===== src/verilog/fecd_defines.svh =====
/*
 Command codes, status bit positions, read config reset value and timing counts for the
 flash command decoder. Assumes inclusion by bare name from design files.
*/
`ifndef FECD_DEFINES_SVH
`define FECD_DEFINES_SVH
`define FECD_CMD_ERASE_SETUP 8'h20
`define FECD_CMD_CONFIRM 8'hD0
`define FECD_CMD_SUSPEND 8'hB0
`define FECD_CMD_LOCK_SETUP 8'h60
`define FECD_CMD_LOCK 8'h01
`define FECD_CMD_LOCKDOWN 8'h2F
`define FECD_CMD_RCR_LOAD 8'h03
`define FECD_CMD_PROT_SETUP 8'hC0
`define FECD_CMD_READ_STATUS 8'h70
`define FECD_CMD_CLEAR_STATUS 8'h50
`define FECD_CMD_READ_ARRAY 8'hFF
`define FECD_CMD_PROGRAM 8'h40
`define FECD_CMD_PROGRAM_ALT 8'h10
`define FECD_SR_PROG_SUSP 2
`define FECD_SR_PROG_ERR 4
`define FECD_SR_ERASE_ERR 5
`define FECD_SR_ERASE_SUSP 6
`define FECD_SR_READY 7
`define FECD_RCR_RESET 16'hBFCF
`define FECD_OP_TIME_NS 1000
`define FECD_CLK_NS 5
`define FECD_OP_CYCLES ((`FECD_OP_TIME_NS + `FECD_CLK_NS - 1) / `FECD_CLK_NS)
`endif


===== src/verilog/fecd_pkg.sv =====
/*
 Types shared by the flash command decoder and its helpers.
 Assumes fecd_defines.svh supplies the numeric constants.
*/
package fecd_pkg;
    typedef enum logic [1:0] {
        FECD_RD_ARRAY = 2'h0,
        FECD_RD_STATUS = 2'h1
    } fecd_read_e;
    typedef enum logic [3:0] {
        FECD_JOB_NONE = 4'h0,
        FECD_JOB_ERASE = 4'h1,
        FECD_JOB_PROGRAM = 4'h2,
        FECD_JOB_PROT = 4'h3
    } fecd_job_e;
endpackage : fecd_pkg


===== src/verilog/fecd_cmd_decoder.sv =====
/*
 Command decoder for a parallel NOR flash: erase, suspend/resume, block
 locking, protection register setup and read configuration load. It hands
 jobs to a simple internal write state machine model (busy counter).
 Assumes bus write strobes arrive on pins and are synchronised here.
*/
`timescale 1ns/1ps
`include "fecd_defines.svh"
module fecd_cmd_decoder #(
    parameter int ADDR_W = 23,
    parameter int BLOCK_W = 4,
    parameter int OP_CYCLES = `FECD_OP_CYCLES
) (
    // Clock and reset
    input wire logic i_sys_clk,
    input wire logic i_reset_n,
    // Host bus pins
    input wire logic i_chip_en_n,
    input wire logic i_write_en_n,
    input wire logic i_out_en_n,
    input wire logic i_address_valid_n,
    input wire logic i_sync_read,
    input wire logic [ADDR_W-1:0] i_addr,
    input wire logic [15:0] i_data,
    // Array read data
    input wire logic [15:0] i_array_data,
    // Read side
    output logic [15:0] o_read_data,
    output fecd_pkg::fecd_read_e o_read_mode,
    // Job and state
    output fecd_pkg::fecd_job_e o_job,
    output logic o_job_start,
    output logic [ADDR_W-1:0] o_job_addr,
    output logic [15:0] o_job_data,
    output logic [7:0] o_status_word,
    output logic [15:0] o_read_config,
    output logic [(1<<BLOCK_W)-1:0] o_locked,
    output logic [(1<<BLOCK_W)-1:0] o_locked_down
);
    import fecd_pkg::*;

    initial
    begin
        if (ADDR_W < 17 || BLOCK_W < 1 || BLOCK_W > ADDR_W - 16 ||
            OP_CYCLES < 2)
            $error("fecd_cmd_decoder: unsupported parameters");
    end

    localparam int BLOCKS = 1 << BLOCK_W;

    // ================================================================
    // Pin synchronisation
    // ================================================================
    logic [3:0] pins_s;
    fecd_sync #(.WIDTH(4)) u_sync (
        .i_sys_clk(i_sys_clk),
        .i_reset_n(i_reset_n),
        .i_async(~{i_chip_en_n, i_write_en_n, i_out_en_n,
                   i_address_valid_n}),
        .o_sync(pins_s)
    );
    // Pins enter inverted so the cleared synchroniser equals the released
    // level; otherwise reset release would look like a strobe edge.
    wire ce_n_s = !pins_s[3];
    wire we_n_s = !pins_s[2];
    wire oe_n_s = !pins_s[1];
    wire adv_n_s = !pins_s[0];

    logic we_n_ff;
    logic ce_n_ff;
    logic oe_n_ff;
    logic adv_n_ff;
    // A write is taken on the rising edge of the write strobe while selected;
    // address and data are assumed held by the host across that edge.
    wire wr_pulse = !we_n_ff && we_n_s && !ce_n_s;
    wire [7:0] cmd = i_data[7:0];

    // ================================================================
    // Decoder state
    // ================================================================
    typedef enum logic [4:0] {
        ST_IDLE = 5'b00001,
        ST_ERASE_SETUP = 5'b00010,
        ST_CFG_SETUP = 5'b00100,
        ST_PROT_SETUP = 5'b01000,
        ST_PROG_SETUP = 5'b10000
    } fecd_pend_e;

    fecd_pend_e pend_ff;
    fecd_pend_e nxt_pend;
    fecd_read_e rmode_ff;
    fecd_read_e nxt_rmode;
    fecd_job_e job_ff;
    fecd_job_e nxt_job;
    logic busy_ff;
    logic nxt_busy;
    logic susp_ff;
    logic nxt_susp;
    logic [31:0] cnt_ff;
    logic [31:0] nxt_cnt;
    logic prog_err_ff;
    logic erase_err_ff;
    logic nxt_prog_err;
    logic nxt_erase_err;
    logic [15:0] rcr_ff;
    logic [15:0] nxt_rcr;
    logic start_ff;
    logic nxt_start;
    logic [ADDR_W-1:0] jaddr_ff;
    logic [15:0] jdata_ff;
    logic [15:0] rdata_ff;
    logic lock_req;
    logic unlock_req;
    logic lockdown_req;

    wire active = busy_ff && !susp_ff;
    wire job_done = active && (cnt_ff == 32'h1);

    // ================================================================
    // Command decode
    // ================================================================
    always_comb
    begin
        nxt_pend = pend_ff;
        nxt_rmode = rmode_ff;
        nxt_job = job_ff;
        nxt_busy = busy_ff;
        nxt_susp = susp_ff;
        nxt_cnt = active ? cnt_ff - 32'h1 : cnt_ff;
        nxt_prog_err = prog_err_ff;
        nxt_erase_err = erase_err_ff;
        nxt_rcr = rcr_ff;
        nxt_start = 1'b0;
        lock_req = 1'b0;
        unlock_req = 1'b0;
        lockdown_req = 1'b0;
        if (job_done)
        begin
            nxt_busy = 1'b0;
            nxt_job = FECD_JOB_NONE;
        end
        if (wr_pulse)
        begin
            if (active)
            begin
                // Only status read and suspend reach a running job
                if (cmd == `FECD_CMD_READ_STATUS)
                    nxt_rmode = FECD_RD_STATUS;
                else if (cmd == `FECD_CMD_SUSPEND)
                    nxt_susp = 1'b1;
            end
            else if (pend_ff != ST_IDLE)
            begin
                nxt_pend = ST_IDLE;
                unique case (pend_ff)
                    ST_ERASE_SETUP:
                    begin
                        if (cmd == `FECD_CMD_CONFIRM)
                        begin
                            nxt_job = FECD_JOB_ERASE;
                            nxt_busy = 1'b1;
                            nxt_start = 1'b1;
                            nxt_cnt = OP_CYCLES;
                        end
                        else
                        begin
                            nxt_prog_err = 1'b1;
                            nxt_erase_err = 1'b1;
                        end
                        nxt_rmode = FECD_RD_STATUS;
                    end
                    ST_CFG_SETUP:
                    begin
                        if (cmd == `FECD_CMD_RCR_LOAD)
                        begin
                            nxt_rcr = i_addr[15:0];
                            nxt_rmode = FECD_RD_ARRAY;
                        end
                        else if (cmd == `FECD_CMD_LOCK)
                            lock_req = 1'b1;
                        else if (cmd == `FECD_CMD_LOCKDOWN)
                            lockdown_req = 1'b1;
                        else if (cmd == `FECD_CMD_CONFIRM)
                            unlock_req = 1'b1;
                        else
                        begin
                            nxt_prog_err = 1'b1;
                            nxt_erase_err = 1'b1;
                        end
                    end
                    ST_PROT_SETUP, ST_PROG_SETUP:
                    begin
                        nxt_job = (pend_ff == ST_PROT_SETUP) ?
                            FECD_JOB_PROT : FECD_JOB_PROGRAM;
                        nxt_busy = 1'b1;
                        nxt_start = 1'b1;
                        nxt_cnt = OP_CYCLES;
                        nxt_rmode = FECD_RD_STATUS;
                    end
                    default:
                        nxt_pend = ST_IDLE;
                endcase
            end
            else if (susp_ff && cmd == `FECD_CMD_CONFIRM)
                nxt_susp = 1'b0;
            else
            begin
                unique case (cmd)
                    `FECD_CMD_ERASE_SETUP:
                        if (!susp_ff)
                            nxt_pend = ST_ERASE_SETUP;
                    `FECD_CMD_LOCK_SETUP:
                        nxt_pend = ST_CFG_SETUP;
                    `FECD_CMD_PROT_SETUP:
                        if (!susp_ff)
                            nxt_pend = ST_PROT_SETUP;
                    `FECD_CMD_PROGRAM, `FECD_CMD_PROGRAM_ALT:
                        if (!busy_ff)
                            nxt_pend = ST_PROG_SETUP;
                    `FECD_CMD_READ_STATUS:
                        nxt_rmode = FECD_RD_STATUS;
                    `FECD_CMD_READ_ARRAY:
                        nxt_rmode = FECD_RD_ARRAY;
                    `FECD_CMD_CLEAR_STATUS:
                    begin
                        nxt_prog_err = 1'b0;
                        nxt_erase_err = 1'b0;
                    end
                    default:
                        nxt_rmode = rmode_ff;
                endcase
            end
        end
    end

    // ================================================================
    // Registers
    // ================================================================
    // Reset pin ends a suspend or a running job at once; resume ends a suspend and counter expiry ends a running job
    always_ff @(posedge i_sys_clk or negedge i_reset_n)
    begin
        if (!i_reset_n)
        begin
            pend_ff <= ST_IDLE;
            rmode_ff <= FECD_RD_ARRAY;
            job_ff <= FECD_JOB_NONE;
            busy_ff <= 1'b0;
            susp_ff <= 1'b0;
            cnt_ff <= 32'h0;
            prog_err_ff <= 1'b0;
            erase_err_ff <= 1'b0;
            rcr_ff <= `FECD_RCR_RESET;
            start_ff <= 1'b0;
        end
        else
        begin
            pend_ff <= nxt_pend;
            rmode_ff <= nxt_rmode;
            job_ff <= nxt_job;
            busy_ff <= nxt_busy;
            susp_ff <= nxt_susp;
            cnt_ff <= nxt_cnt;
            prog_err_ff <= nxt_prog_err;
            erase_err_ff <= nxt_erase_err;
            rcr_ff <= nxt_rcr;
            start_ff <= nxt_start;
        end
    end

    always_ff @(posedge i_sys_clk or negedge i_reset_n)
    begin
        if (!i_reset_n)
        begin
            jaddr_ff <= '0;
            jdata_ff <= 16'h0;
            we_n_ff <= 1'b1;
            ce_n_ff <= 1'b1;
            oe_n_ff <= 1'b1;
            adv_n_ff <= 1'b1;
        end
        else
        begin
            if (nxt_start)
            begin
                jaddr_ff <= i_addr;
                jdata_ff <= i_data;
            end
            we_n_ff <= we_n_s;
            ce_n_ff <= ce_n_s;
            oe_n_ff <= oe_n_s;
            adv_n_ff <= adv_n_s;
        end
    end

    // ================================================================
    // Status word and read output
    // ================================================================
    logic [7:0] status_now;
    assign status_now[`FECD_SR_READY] = !active;
    assign status_now[`FECD_SR_ERASE_SUSP] = susp_ff &&
        (job_ff == FECD_JOB_ERASE);
    assign status_now[`FECD_SR_ERASE_ERR] = erase_err_ff;
    assign status_now[`FECD_SR_PROG_ERR] = prog_err_ff;
    assign status_now[3] = 1'b0;
    assign status_now[`FECD_SR_PROG_SUSP] = susp_ff &&
        (job_ff != FECD_JOB_ERASE);
    assign status_now[1:0] = 2'h0;

    // Status is sampled only on a new access, so a host polling with a
    // steady strobe sees a frozen value.
    wire async_touch = (ce_n_ff && !ce_n_s) || (oe_n_ff && !oe_n_s);
    wire sync_touch = (ce_n_ff && !ce_n_s) || (adv_n_ff && !adv_n_s);
    wire refresh = i_sync_read ? sync_touch : async_touch;

    always_ff @(posedge i_sys_clk or negedge i_reset_n)
    begin
        if (!i_reset_n)
            rdata_ff <= 16'h0;
        else if (rmode_ff == FECD_RD_ARRAY)
            rdata_ff <= i_array_data;
        else if (refresh)
            rdata_ff <= {8'h00, status_now};
    end

    // ================================================================
    // Lock table
    // ================================================================
    fecd_lock_table #(.BLOCKS(BLOCKS)) u_locks (
        .i_sys_clk(i_sys_clk),
        .i_reset_n(i_reset_n),
        .i_block(i_addr[ADDR_W-1 -: BLOCK_W]),
        .i_lock(lock_req),
        .i_unlock(unlock_req),
        .i_lockdown(lockdown_req),
        .o_locked(o_locked),
        .o_locked_down(o_locked_down)
    );

    assign o_read_data = rdata_ff;
    assign o_read_mode = rmode_ff;
    assign o_job = job_ff;
    assign o_job_start = start_ff;
    assign o_job_addr = jaddr_ff;
    assign o_job_data = jdata_ff;
    assign o_status_word = status_now;
    assign o_read_config = rcr_ff;
endmodule : fecd_cmd_decoder


===== src/verilog/fecd_sync.sv =====
/*
 Three-stage synchroniser with agreement filter for pin inputs.
 Assumes the input is asynchronous to i_sys_clk.
*/
`timescale 1ns/1ps
module fecd_sync #(
    parameter int WIDTH = 1
) (
    // Clock and reset
    input wire logic i_sys_clk,
    input wire logic i_reset_n,
    // Data
    input wire logic [WIDTH-1:0] i_async,
    output logic [WIDTH-1:0] o_sync
);
    logic [WIDTH-1:0] s1_ff;
    logic [WIDTH-1:0] s2_ff;
    logic [WIDTH-1:0] s3_ff;
    logic [WIDTH-1:0] out_ff;
    logic [WIDTH-1:0] nxt_out;
    // Change counts only once stages two and three agree
    assign nxt_out = (s2_ff & s3_ff) | (out_ff & (s2_ff | s3_ff));
    always_ff @(posedge i_sys_clk or negedge i_reset_n)
    begin
        if (!i_reset_n)
        begin
            s1_ff <= '0;
            s2_ff <= '0;
            s3_ff <= '0;
            out_ff <= '0;
        end
        else
        begin
            s1_ff <= i_async;
            s2_ff <= s1_ff;
            s3_ff <= s2_ff;
            out_ff <= nxt_out;
        end
    end
    assign o_sync = out_ff;
endmodule : fecd_sync


===== src/verilog/fecd_lock_table.sv =====
/*
 Per-block lock and lock-down bits. Assumes one update strobe per cycle.
 Lock-down is cleared only by reset, as in the real array.
*/
`timescale 1ns/1ps
module fecd_lock_table #(
    parameter int BLOCKS = 16
) (
    // Clock and reset
    input wire logic i_sys_clk,
    input wire logic i_reset_n,
    // Update
    input wire logic [$clog2(BLOCKS)-1:0] i_block,
    input wire logic i_lock,
    input wire logic i_unlock,
    input wire logic i_lockdown,
    // State
    output logic [BLOCKS-1:0] o_locked,
    output logic [BLOCKS-1:0] o_locked_down
);
    localparam int IDX_W = $clog2(BLOCKS);

    initial
    begin
        if (BLOCKS < 2)
            $error("fecd_lock_table: BLOCKS must be two or more");
    end

    genvar g;
    generate
        for (g = 0; g < BLOCKS; g++)
        begin : g_blk
            logic lk_ff;
            logic ld_ff;
            logic hit;
            assign hit = (i_block == IDX_W'(g));
            always_ff @(posedge i_sys_clk or negedge i_reset_n)
            begin
                if (!i_reset_n)
                begin
                    lk_ff <= 1'b1;
                    ld_ff <= 1'b0;
                end
                else if (hit)
                begin
                    if (i_lock || i_lockdown)
                        lk_ff <= 1'b1;
                    else if (i_unlock && !ld_ff)
                        lk_ff <= 1'b0;
                    if (i_lockdown)
                        ld_ff <= 1'b1;
                end
            end
            assign o_locked[g] = lk_ff;
            assign o_locked_down[g] = ld_ff;
        end
    endgenerate
endmodule : fecd_lock_table


===== config.mk =====
export PLATFORM = sky130hd
export DESIGN_NAME = fecd_cmd_decoder
export DESIGN_NICKNAME = d
export VERILOG_FILES = /design/src/verilog/fecd_pkg.sv /design/src/verilog/fecd_cmd_decoder.sv /design/src/verilog/fecd_sync.sv /design/src/verilog/fecd_lock_table.sv
export VERILOG_INCLUDE_DIRS = /design/src /design/src/verilog
export SDC_FILE = /design/constraint.sdc
export NUM_CORES = 1
export LEC_CHECK = 0
export CELL_PAD_IN_SITES_DETAIL_PLACEMENT = 0
export CELL_PAD_IN_SITES_GLOBAL_PLACEMENT = 1
export CORE_MARGIN = 1.5
export CORE_UTILIZATION = 49
export DETAILED_ROUTE_END_ITERATION = 8
export DONT_BUFFER_PORTS = 1
export HOLD_SLACK_MARGIN = 0.02
export PLACE_DENSITY_LB_ADDON = 0.1
export SYNTH_ARGS = -nofsm -noshare
export SYNTH_HDL_FRONTEND = slang
export SYNTH_SLANG_ARGS = --single-unit

===== constraint.sdc =====
create_clock -name i_sys_clk -period 3.3 [get_ports i_sys_clk]
set_clock_uncertainty 0.2 [all_clocks]
set_input_delay 0 -clock i_sys_clk [delete_from_list [all_inputs] [get_ports i_sys_clk]]
set_output_delay 0 -clock i_sys_clk [all_outputs]
set_load 0.05 [all_outputs]

* After elaboration in Yosys (flattened, before gate mapping) *
Index checks and enable logic that the tools add are counted.
W data, S select, Z words.

storage, ports and cells
  register bits = 171
  output and inout bits = 118
  logic and storage cells = 337
  input bits = 62

operators by class
  muxes and demuxes = 111
  bitwise logic cells = 6
  reduce and logical (&&, ||, !) cells = 115
  equality and inequality tests = 51
  $add $sub $neg = 1

operators by type and width
  kind                     count
  $mux W32                 5
  $mux W1                  80
  $pmux W32 S2             1
  $reduce_and A2 Y1        32
  $reduce_bool A2 Y1       19
  $eq A32 B1 Y1 const B    1
  $eq A4 B4 Y1 const B     8
  $eq A8 B7 Y1 const B     4
  $eq A8 B8 Y1 const B     4
  $mux W16                 2
  $sub A32 B1 Y32 const B  1
  $logic_and A1 B1 Y1      26
  $mux W5                  5
  $logic_not A1 Y1         23
  $ne A3 B3 Y1 const B     7
  $mux W4                  5
  $pmux W5 S4              1
  $eq A4 B3 Y1 const B     4
  $eq A8 B6 Y1 const B     2
  $mux W2                  5
  $reduce_and A5 Y1        2
  $and A4 B4 Y4            2
  $eq A4 B1 Y1 const B     2
  $eq A4 B2 Y1 const B     2
  other kinds (30)         41

* Logic depth before layout (Yosys ltp) *
Gate-level depths: netlist of run 1.

  word-level depth = 12
  gate-level depth with buffers = 11

* Modules after synthesis *
From an unflattened synthesis of run 1, not the netlist that was laid out.

unflattened totals
  cells, all modules = 682
  area total of the unflattened synthesis = 7683.6 um^2

modules (own cells, without submodules)
  module            sequential area each (um^2)  instances  area an instance (um^2)  cells an instance
  fecd_cmd_decoder  3050.4                       1          5610.4                   514
  fecd_lock_table   820.8                        1          1627.8                   148
  fecd_sync         400.4                        1          445.4                    20

* Worst setup path before layout of run 1 *
OpenSTA, ideal clock, no wires.

  kind = register to register
  from = register busy_ff
  to = register jaddr_ff[0] (netlist: o_job_addr[0])
  period minus slack after synthesis = 2300 ps
  cell stages (with the launch flop) = 10
  data arrival time = 1975 ps
  library setup time = 125 ps
  required time = 2975 ps
  slack = 1000 ps
  cell sequence = dfrtp_1 -> nor2b_1 -> buf_2 -> inv_2 -> nand2_1 -> nor3_1 -> nand2_1 -> inv_2 -> buf_2 -> mux2_2

between the ends
  word-level cells in the longest chain between the ends = 3

ends and longest elaborated chain
  what                      line                     source
  start: declaration        fecd_cmd_decoder.sv:95   logic busy_ff;
  start signal: assignment  fecd_cmd_decoder.sv:260  busy_ff <= nxt_busy;
  $logic_and A1 B1 Y1       fecd_cmd_decoder.sv:116  wire active = busy_ff && !susp_ff;
  $mux W1                   fecd_cmd_decoder.sv:144  if (active)
  $mux W1                   fecd_cmd_decoder.sv:142  if (wr_pulse)
  end signal: assignment    fecd_cmd_decoder.sv:285  jaddr_ff <= i_addr;
  end: declaration          fecd_cmd_decoder.sv:109  logic [ADDR_W-1:0] jaddr_ff;

No other way between the ends.
A chain may end at the register's enable or synchronous reset.

* Worst setup path in the final report of run 1 *
  from = register busy_ff
  to = register rcr_ff[14] (netlist: o_read_config[14])

between the ends
  word-level cells in the longest chain between the ends = 3

ends and longest elaborated chain
  what                                line                     source
  $logic_and A1 B1 Y1                 fecd_cmd_decoder.sv:116
  $not A1 Y1 (no source line)         --
  $reduce_and A5 Y1 (no source line)  --
  end signal: assignment              fecd_cmd_decoder.sv:252  rcr_ff <= `FECD_RCR_RESET;
  end signal: assignment              fecd_cmd_decoder.sv:265  rcr_ff <= nxt_rcr;
  end: declaration                    fecd_cmd_decoder.sv:105  logic [15:0] rcr_ff;

No other way between the ends.

==> summary by stage, run 1 <==
Final layout
The number of antenna diodes in the final layout is 0. The number of fill cells is 1226. At the end of the flow the core is filled with cells to 0.588. Of the cells placed in the final design, the portion with a size suffix greater than 1 is 0.219. The sequential cell area in the final layout is 4270 um2. The final standard cell area without fillers is 8900 um2. The final layout contains 753 nets.

Compared with the post-synthesis result, the final layout area differs by 17.7%. Summing all multi-input logic gate instances after layout gives 2810 um2.

Logic synthesis
For this run, the leading register cell type out of synthesis is sky130_fd_sc_hd__dfrtp_1. In the synthesized netlist the async set-or-reset flop fraction comes to 1.00. Yosys mapped a number of flops with a built-in enable equal to 0. The number of distinct library cell variants in the gate-level netlist after synthesis is 60.

For this run, the register share of the synthesized area comes to 0.565. Of the post-synthesis cell area, the dominant cell type holds 0.447. After synthesis, the most frequently instantiated cells are 135 x sky130_fd_sc_hd__dfrtp_1, 54 x sky130_fd_sc_hd__mux2_2, 46 x sky130_fd_sc_hd__nor2_1, 38 x sky130_fd_sc_hd__buf_4. In this run, synthesis produced a sequential element count of 169.

In this run the cell area of the synthesized design comes to 7570 um2. The most used standard cell by instance count after synthesis is sky130_fd_sc_hd__dfrtp_1. The mean area per synthesized cell is 11.8 um2. sky130_fd_sc_hd__dfrtp_1 takes more of the synthesized area than any other cell. The cell count after synthesis came out at 639. By area the synthesized netlist is led by sky130_fd_sc_hd__dfrtp_1 45%, sky130_fd_sc_hd__dfstp_2 12%, sky130_fd_sc_hd__mux2_2 8.0%. The count of warnings emitted by yosys is 0.

Power
The share of total power dissipated in sequential elements is 0.493. The switching power is 1.16 mW. The switching share of total power is 0.253. The areal power density over the cells is 512 nW/um2. The peak supply drop is 363 uV. The static leakage power is 3.75 nW. The share of total power dissipated in the clock network is 0.423.

The internal portion of the total power is 3.40 mW. The share of total power dissipated in combinational logic is 0.084.

Setup path
The path type of the worst setup path is flop to flop. The depth of the worst register-to-register path is 7. The worst reg2reg path endpoint is o_read_config[14]. The startpoint class of the critical path is a flop.

The worst register-to-register path has a setup slack of 0.16 ns. The worst setup path startpoint is busy_ff. At the worst endpoint, the required time is 3.41 ns. Of all nets on the critical path, the largest fanout is 16. The startpoint identified for the worst register-to-register timing path is busy_ff. The worst setup path is captured at a flop. The critical path data arrival time is 3.25 ns.

Floorplanning
The die footprint is 16200 um2. Measured along the y axis, the die boundary spans 127 um. The die outline width is 127 um. The starting density of the core is 0.500. The number of ports placed on the die boundary is 180. The cell row count is 45.

The total area inside the core boundary comes to 15100 um2.

Run
The number of maximum-capacitance constraint violations is 0.

CTS
The quantity of hold-fixing buffers added after cts is 83. The number of H-tree levels is 4. TritonCTS built the clock tree. For this design, the sink count on the clock tree is 169. Once the clock tree was built, the setup fixing pass inserted 0 buffers. The tree is rooted in a sky130_fd_sc_hd__clkbuf_16.

The worst-skew pair later-pin latency is 0.43 ns. The clock slew seen by the registers of the worst setup and hold paths is 0.07 ns. The number of clock buffers inserted by TritonCTS is 17. The maximum root-to-sink buffer count is 2. The number of instances resized during post-cts repair is 0.

Timing
The final critical path time including I/O delays and setup is 3.14 ns. The post-route worst hold slack is -0.935 ns. Setup repair after global routing left no endpoint under its margin.

The final-report setup violation count is 0. The final hold violation count is 169. The slew at the pin closest to its max-slew limit is 1.18 ns.

Dividing the final minimum period by the clock period gives 0.953. The sum of negative setup slack is 0 ns. For this run, the top clock speed supported by timing is 318 MHz. The final count of pins violating max slew is 0. Measured against its own limit, the worst slew margin works out to 0.213.

Drt
After detailed routing, the average wire length per cell comes to 18.1 um. The detailed-router iteration count before antenna repair is 4. Wires add up to 16.1 mm. The DRC violation count after routing is 0. The routed layout has 5008 vias. For this block, the initial DRC count from the detailed router was 215.

The via-per-instance ratio is 5.63. The number of nets with antenna violations after routing is 0.

Min path
The min-delay analysis places its worst path in the category input pin to asynchronous set/reset pin.

Placement
After detailed placement, the total cell area comes to 7490 um2. The HPWL after detailed placement is 10.2 mm. During placement, the flow inserted port buffers numbering 0. The final estimated routing congestion in global placement is 0.793.

Global route
The global-route usage over all layers is 0.206. Entering global routing, the biggest net connects 170 pins. The via count of the first global-routing pass was 5200. The final global-route overflow total is 0. The number of antenna violations at the first check in global routing came to 0. The global-route wire length before repair is 26.3 mm.

Outcome
The checks that failed: negative hold slack. The flow ran to the end, but the final reports show violations.
==> routing by layer <==
layer	up-vias	wire (um)	track usage
li1	2315	-	-
met1	2498	7320	0.271
met2	172	7520	0.322
met3	23	965	0.0662
met4	0	283	0.0735
met5	-	0	0
==> through the flow <==
stage	power [mW]	worst slack, ns	instances
5_1_grt	4.76	0.0626	890
3_3_place_gp	2.57	0.676	775
3_5_place_dp	2.58	0.595	775
4_1_cts	4.61	0.205	890
2_1_floorplan	2.51	1.00	642
6_report	4.56	0.156	890
==> sequential cells by signal, summed over array words and instances (netlist names), 5 cells and up <==
register             flops
u_locks.g_blk.ld_ff     16
o_job_addr              23
u_locks.g_blk.lk_ff     16
o_read_data             16
o_read_config           16
o_job_data              16
cnt_ff                  32
pend_ff                  5
==> area by class of cell <==
type | count | area share
well taps | 188 | 0.0264
flip-flops and latches | 169 | 0.480
repair buffers | 97 | 0.107
inverters | 17 | 0.00717
clock inverters | 13 | 0.0153
multi-input cells | 387 | 0.315
clock buffers | 19 | 0.0497
==> power groups by stage <==
stage	clock network (mW)	logic (mW)	registers [mW]
final	1.93	0.381	2.25
after global routing	2.08	0.427	2.26
after floorplan	0	0.248	2.26
after CTS	1.98	0.381	2.25
after detailed placement	0	0.295	2.28
after global placement	0	0.294	2.28
==> worst max-delay path, cell delays in order (launching register included) <==
cell	delay [ns]
sky130_fd_sc_hd__dfrtp_1	0.53
sky130_fd_sc_hd__nor2b_1	0.64
sky130_fd_sc_hd__nor2_1	0.18
sky130_fd_sc_hd__and2_1	0.21
sky130_fd_sc_hd__nor2b_1	0.15
sky130_fd_sc_hd__buf_4	0.21
sky130_fd_sc_hd__mux2_1	0.33
sky130_fd_sc_hd__dlygate4sd3_1	0.56
==> kinds of logic (layout without fill, tap and decap cells) <==
group | after synthesis | in the layout | synth area share
and+or+nand+nor | 187 | 187 | 0.144
DFF | 169 | 169 | 0.565
adders and majority gates | 6 | 6 | 0.00860
buffers and inverters | 86 | 146 | 0.0668
muxes | 62 | 62 | 0.0911
AOI/OAI and AO/OA | 97 | 97 | 0.0888
xor gates and xnor gates | 31 | 31 | 0.0359
other | 1 | 4 | 0.000496
==> layout by cell type, fill, tap and decap left out, types with 9 or more instances in the layout <==
cell type,count
sky130_fd_sc_hd__nor2b_1,9
sky130_fd_sc_hd__dfstp_2,34
sky130_fd_sc_hd__inv_1,15
sky130_fd_sc_hd__dfrtp_1,135
sky130_fd_sc_hd__o31ai_1,20
sky130_fd_sc_hd__xnor2_1,23
sky130_fd_sc_hd__dlygate4sd3_1,83
sky130_fd_sc_hd__o21bai_1,16
sky130_fd_sc_hd__a22o_1,11
sky130_fd_sc_hd__nand2_1,34
sky130_fd_sc_hd__buf_4,13
sky130_fd_sc_hd__o21ai_0,29
sky130_fd_sc_hd__nor2_1,46
sky130_fd_sc_hd__mux2_2,54
sky130_fd_sc_hd__clkbuf_16,17
sky130_fd_sc_hd__nor3_1,11
sky130_fd_sc_hd__nand3_1,15
==> worst max path at each step <==
stage	to	slack, ns	cells past startpoint
2_1_floorplan	o_job_addr[0]	1.00	9
3_3_place_gp	o_job_data[4]	0.68	7
3_5_place_dp	o_job_data[1]	0.59	7
4_1_cts	o_read_config[14]	0.20	7
5_1_grt	o_read_config[14]	0.06	7
6_report	o_read_config[14]	0.16	7
(Power assumes the default switching activity.)
==> inputs of run 2 (changes only) <==
--- a/config.mk
+++ b/config.mk
@@ -9,7 +9,7 @@
 export CELL_PAD_IN_SITES_DETAIL_PLACEMENT = 0
 export CELL_PAD_IN_SITES_GLOBAL_PLACEMENT = 1
 export CORE_MARGIN = 1.5
-export CORE_UTILIZATION = 49
+export CORE_UTILIZATION = 45
 export DETAILED_ROUTE_END_ITERATION = 8
 export DONT_BUFFER_PORTS = 1
 export HOLD_SLACK_MARGIN = 0.02
==> summary by stage, run 2 (same netlist as run 1, synthesis figures left out) <==
Outcome
The run finished, with violations left. The final reports fail on negative hold slack.

Timing
The slew at the pin closest to its max-slew limit is 1.17 ns (-0.00473 ns). The final critical path time including I/O delays and setup is 2.93 ns (-0.215 ns). The final-report setup violation count came to 0 (unchanged). The maximum clock rate was 341 MHz (+7.3%).

The worst slew margin relative to its limit is 0.217 (+0.00316). The post-route worst hold slack was -0.929 ns (+0.00574 ns). The final cycle utilization of the critical path came to 0.887 (-0.0652).

The final count of pins violating max slew is 0 (unchanged). Setup repair after global routing left no endpoint under its margin. The final hold violation count came to 169 (unchanged). The sum of negative setup slack is 0 ns (unchanged).

Floorplanning
The number of ports placed on the die boundary is 180 (unchanged). The chip height is 133 um (+4.2%). The starting density of the core is 0.458 (-0.0417).

The core footprint is 16500 um2 (+9.1%). The die outline width is 133 um (+4.2%). The cell row count is 47 (+4.4%).

The die footprint is 17600 um2 (+8.7%).

Placement
The final estimated routing congestion in global placement is 0.813 (+2.6%). The HPWL after detailed placement was 10.6 mm (+3.6%). The cell count after placement was 806 (+4.0%).

The number of buffers inserted by port buffering was 0 (unchanged).

Drt
The number of DRC markers after the initial detailed-route iteration is 169 (-21%). The number of nets with antenna violations after routing is 0 (unchanged). The detailed-router iteration count before antenna repair was 4 (unchanged). The via count of the routed design is 4982 (-0.52%). The wire length after detailed routing is 16.9 mm (+4.7%). The average wire length per cell after detail routing was 18.3 um (+1.3%).

The via-per-instance ratio was 5.42 (-3.8%). The DRC violation count after routing is 0 (unchanged).

Power
The areal power density over the cells is 507 nW/um2 (-0.99%). The static leakage power is 3.71 nW (-0.94%). The peak supply drop came to 421 uV (+16%).

Final layout
The number of fill cells is 1401 (+14%). The number of diodes is 0 (unchanged). The library cells used most frequently in the layout, excluding fill and tap cells, are 135 x sky130_fd_sc_hd__dfrtp_1, 82 x sky130_fd_sc_hd__dlygate4sd3_1, 54 x sky130_fd_sc_hd__mux2_2. The number of nets in the finished design is 751 (-0.27%). The fraction of layout cells with a size suffix above 1 is 0.214 (-0.00509).

The flip-flop count of the largest register, all copies and words added is 32 (unchanged). The non-filler instance count after layout is 920 (+3.4%). The post-synthesis to final-layout area growth is 17.6% (about the same). The top register by number of flip-flops is cnt_ff. The most common library cell in the layout ignoring fill and taps is sky130_fd_sc_hd__dfrtp_1.

Global route
The global-route wire length before repair was 27.1 mm (+2.9%). The global-route usage over all layers is 0.194 (-0.0118). The number of antenna violations at the first check in global routing is 0 (unchanged).

The via count of the first global-routing pass was 5204 (+0.077%). The final global-route overflow total is 0 (unchanged). The pin count of the biggest net entering global routing is 170 (unchanged).

Run
The number of maximum-capacitance constraint violations is 0 (unchanged).

Setup path
The worst setup path is of the flop to flop kind. The startpoint class of the critical path is a flop. The signal on the critical path passes through nor2b_1 -> nor2_1 -> and2_1 -> nor2b_1 -> buf_4 -> mux2_2 -> dlygate4sd3_1.

Among the stages of the critical path, the cell type that occurs most often is sky130_fd_sc_hd__nor2b_1. The critical path data arrival time was 3.07 ns (-0.18 ns). The type of destination of the critical path is a flop.

The worst-path maximum fanout is 16 (unchanged). The data required time at the worst endpoint came to 3.45 ns (+0.04 ns). The critical path's largest stage delay is 0.63 ns (about the same).

The master of the slowest instance on the critical path is sky130_fd_sc_hd__nor2b_1.

CTS
The post-CTS setup-driven buffer insertion count is 0 (unchanged). The TritonCTS sink count came to 169 (unchanged). Clock tree synthesis selected as its root buffer the cell sky130_fd_sc_hd__clkbuf_16. The maximum root-to-sink buffer count is 2 (unchanged). The worst-skew pair later-pin latency is 0.42 ns (about the same). The clock slew seen by the registers of the worst setup and hold paths is 0.06 ns (about the same). The quantity of hold-fixing buffers added after cts is 82 (-1.2%). The number of clock buffers inserted by TritonCTS came to 17 (unchanged). TritonCTS built the clock tree. The number of instances resized during post-cts repair is 0 (unchanged). The number of H-tree levels is 4 (unchanged).

Min path
The worst hold path belongs to the class input pin to asynchronous set/reset pin.
[run 2: changes by cell type in the layout (fill, tap and decap cells not counted), moves of 2 or more]
cell	change
sky130_fd_sc_hd__clkbuf_1	+3
sky130_fd_sc_hd__clkinv_4	-2
sky130_fd_sc_hd__clkinvlp_4	+2
sky130_fd_sc_hd__inv_6	-2
[run 2: critical path, delay by kind of cell, from the launching register on]
family        cells  cell delay, ns
simple gates      4            1.15
buf+inv           2            0.77
flops             1            0.46
mux               1            0.29
[run 2: stage by stage]
| stage | instance area [um2] | total power, mW | util | setup slack (ns) |
|---|---|---|---|---|
| detailed placement | 7530 | 2.60 | 0.455 | 0.527 |
| finish | 8890 | 4.51 | 0.538 | 0.372 |
| floorplan | 7580 | 2.51 | - | 1.00 |
| CTS | 8890 | 4.57 | 0.538 | 0.398 |
| global placement | 7530 | 2.59 | 0.455 | 0.579 |
| global route | 8890 | 4.71 | 0.538 | 0.227 |
[run 2: area by class of cell]
class	count	area [um2]	area share
well taps	220	275	0.0309
inverters	17	63.8	0.00717
clock inverters	10	93.8	0.0106
clock buffers	22	454	0.0511
repair buffers	95	931	0.105
multi-input cells	387	2810	0.315
flip-flops and latches	169	4270	0.480
[run 2: metal layers]
metal  GRT usage  vias up  wire, um
met2       0.317      166      8040
met4      0.0781        0       381
li1            -     2312         -
met5           0        -         0
met3      0.0563       27      1060
met1       0.244     2477      7370
[run 2: final timing paths]
check	startpoint	cells after the start	slack (ns)	to
setup / recovery	busy_ff	7	0.37	o_read_config[3]
hold / removal	i_reset_n	0	-0.93	u_locks.g_blk[9].ld_ff
setup reg to reg	busy_ff	7	0.37	o_read_config[3]
hold reg to reg	u_sync.s1_ff[3]	0	0.15	u_sync.s2_ff[3]
max in group asynchronous	i_reset_n	0	3.52	adv_n_ff
min in group i_sys_clk	i_data[13]	2	0.06	o_job_data[13]
[run 2: report_power, final]
group / total (mW) / internal [mW] / switching, mW / leakage (nW)
clock network: 1.86 / 1.06 / 0.803 / 0.261
registers: 2.25 / 2.16 / 0.0906 / 2.01
logic: 0.398 / 0.177 / 0.222 / 1.44
total: 4.51 / 3.39 / 1.12 / 3.71
==> inputs of run 3 (changes only) <==
--- a/config.mk
+++ b/config.mk
@@ -8,12 +8,12 @@
 export LEC_CHECK = 0
 export CELL_PAD_IN_SITES_DETAIL_PLACEMENT = 0
 export CELL_PAD_IN_SITES_GLOBAL_PLACEMENT = 1
-export CORE_MARGIN = 1.5
 export CORE_UTILIZATION = 45
 export DETAILED_ROUTE_END_ITERATION = 8
 export DONT_BUFFER_PORTS = 1
 export HOLD_SLACK_MARGIN = 0.02
 export PLACE_DENSITY_LB_ADDON = 0.1
+export REMOVE_ABC_BUFFERS = 1
 export SYNTH_ARGS = -nofsm -noshare
 export SYNTH_HDL_FRONTEND = slang
 export SYNTH_SLANG_ARGS = --single-unit
==> summary by stage, run 3 (same netlist as run 1, synthesis figures left out) <==
Power
The switching power is 1.18 mW (+6.0%). The switching share of total power is 0.261 (+0.0132). The internal power summed over all cells came to 3.35 mW (-1.1%). The total power is 4.54 mW (+0.64%). The areal power density over the cells is 509 nW/um2 (+0.35%). The static leakage power is 3.74 nW (+0.69%). The peak supply drop came to 415 uV (-1.3%).

The share of power burned in registers is 0.495 (-0.003). The clock network power share came to 0.420 (+0.007). The proportion of power drawn by combinational gates came to 0.085 (-0.003).

Floorplanning
The die footprint is 17300 um2 (-1.5%). The number of ports placed on the die boundary is 180 (unchanged). The die outline width was 132 um (-0.75%). The chip height is 132 um (-0.75%).

The core footprint is 16500 um2 (unchanged). The cell row count is 47 (unchanged). The starting density of the core is 0.458 (unchanged).

Final layout
The share of the core filled with cells in the final layout is 0.540 (+0.00159). The area used by multi-input combinational logic is 2810 um2 (about the same). The fraction of layout cells with a size suffix above 1 came to 0.223 (+0.00825).

The top register by number of flip-flops is cnt_ff. In the layout the commonest cells are 135 x sky130_fd_sc_hd__dfrtp_1, 81 x sky130_fd_sc_hd__dlygate4sd3_1, 54 x sky130_fd_sc_hd__mux2_2. The number of nets in the finished design is 752 (+0.13%). The non-filler instance count after layout is 921 (+0.11%). The number of fill cells is 1406 (+0.36%). The post-synthesis to final-layout area growth is 17.9%. Leaving out fill and tap cells, the most frequent cell in the layout is sky130_fd_sc_hd__dfrtp_1. The number of diodes is 0 (unchanged). The flip-flop count of the largest register, all copies and words added is 32 (unchanged). The final standard cell area without fillers is 8920 um2 (+0.30%).

The sequential cell area in the final layout is 4270 um2 (unchanged).

Placement
The cell count after placement is 808 (+0.25%). The HPWL after detailed placement is 10.3 mm (-2.3%). The pre-CTS setup slack was 0.610 ns (+0.0825 ns). The instance area after placement is 7540 um2 (+0.23%). The final estimated routing congestion in global placement is 0.792 (-2.6%). The number of buffers inserted by port buffering is 0 (unchanged).

Global route
The final global-route overflow total was 0 (unchanged). The global-route wire length before repair is 28.3 mm (+4.6%). The pin count of the biggest net entering global routing is 170 (unchanged).

The global-route usage over all layers is 0.208 (+0.0135). The number of antenna violations at the first check in global routing came to 0 (unchanged). The via count of the first global-routing pass is 5248 (+0.85%).

Timing
The sum of negative setup slack is 0 ns (unchanged). The post-route worst hold slack came to -0.932 ns (-0.00294 ns). The final critical path time including I/O delays and setup is 2.96 ns (+0.0309 ns). The minimum setup slack in the final design is 0.341 ns (-0.0309 ns). The final-report setup violation count is 0 (unchanged). The final cycle utilization of the critical path is 0.897 (+0.00937). The final count of pins violating max slew is 0 (unchanged). Setup repair after global routing left no endpoint under its margin. The final hold violation count came to 169 (unchanged). The worst slew margin relative to its limit is 0.186 (-0.0304). The maximum clock rate is 338 MHz (-1.0%).

The slew at the pin closest to its max-slew limit came to 1.22 ns (+0.0455 ns).

Drt
The number of DRC markers after the initial detailed-route iteration is 267 (+58%). The average wire length per cell after detail routing is 18.4 um (+0.22%). The detailed-router iteration count before antenna repair came to 6 (+2). The via-per-instance ratio came to 5.39 (-0.45%). The number of nets with antenna violations after routing came to 0 (unchanged). The wire length after detailed routing was 16.9 mm (+0.33%). The DRC violation count after routing is 0 (unchanged). The via count of the routed design came to 4965 (-0.34%).

Outcome
The run finished, with violations left. The final reports fail on negative hold slack.

Setup path
The worst-path maximum fanout is 16 (unchanged). The critical path data arrival time came to 3.07 ns (about the same). The startpoint class of the critical path is a flop. The worst setup path is captured at a flop. The path type of the worst setup path is flop to flop. The data required time at the worst endpoint is 3.41 ns (-0.04 ns).

CTS
The root buffer cell chosen for the clock tree is sky130_fd_sc_hd__clkbuf_16. The number of H-tree levels was 4 (unchanged). The quantity of hold-fixing buffers added after cts is 81 (-1.2%). The worst-skew pair later-pin latency was 0.42 ns (about the same). TritonCTS built the clock tree. The maximum root-to-sink buffer count is 2 (unchanged).

The TritonCTS sink count is 169 (unchanged). The number of instances resized during post-cts repair was 0 (unchanged). The number of clock buffers inserted by TritonCTS is 17 (unchanged).

The clock slew seen by the registers of the worst setup and hold paths is 0.07 ns (about the same).

Run
The number of maximum-capacitance constraint violations is 0 (unchanged).

Min path
The classification of the worst-slack hold path is input pin to asynchronous set/reset pin.
## run 3: cell types whose count changed in the layout (fill, tap and decap cells not counted), sizes merged
cell	delta
buf	+2
bufinv	-1
clkbuf	-2
clkinv	+2
clkinvlp	-3
dlygate4sd3	-1
inv	+4
## run 3: layer usage
layer  vias to the layer above  track usage  part of all wire  wire [um]
met2                       150        0.323              0.47       7930
met4                         0       0.0736             0.015        256
met1                      2480        0.276              0.46       7700
met5                         -            0                 0          0
li1                       2313            -                 -          -
met3                        22       0.0598             0.060       1020
## run 3: final cells by class
type                       count  area share
clock inverter                12      0.0123
inverter                      17     0.00715
multi-input combinational    387       0.315
timing repair buffer          96       0.105
clock buffer                  20      0.0512
tap                          220      0.0309
sequential                   169       0.479
## run 3: timing repair
item	in CTS	in global routing
buffers inserted	0	0
setup endpoints to repair	0	0
endpoints found under the hold margin	290	169
## run 3: worst paths after layout
kind	startpoint	end	slack, ns	depth (start not counted)
min in group i_sys_clk	i_data[0]	o_read_config[8]	0.05	4
min reg2reg	u_sync.s1_ff[3]	u_sync.s2_ff[3]	0.16	0
max in group asynchronous	i_reset_n	u_locks.g_blk[5].lk_ff	3.40	0
max	u_sync.o_sync[3]	o_read_config[14]	0.34	7
min	i_reset_n	o_read_data[5]	-0.93	0
max reg2reg	u_sync.o_sync[3]	o_read_config[14]	0.34	7
## run 3: power groups by stage
| stage | Clock [mW] | Sequential [mW] | Combinational (mW) |
|---|---|---|---|
| finish | 1.90 | 2.24 | 0.388 |
| global placement | 0 | 2.28 | 0.294 |
| floorplan | 0 | 2.27 | 0.220 |
| detailed placement | 0 | 2.28 | 0.299 |
| global route | 2.04 | 2.26 | 0.433 |
| CTS | 1.96 | 2.25 | 0.389 |
## run 3: worst max-delay path, cell delays in order (launching register included)
cell                            delay, ns
sky130_fd_sc_hd__dfrtp_1             0.43
sky130_fd_sc_hd__or3b_2              0.51
sky130_fd_sc_hd__nor2_1              0.17
sky130_fd_sc_hd__and2_1              0.19
sky130_fd_sc_hd__nor2b_2             0.14
sky130_fd_sc_hd__buf_4               0.28
sky130_fd_sc_hd__mux2_1              0.36
sky130_fd_sc_hd__dlygate4sd3_1       0.56
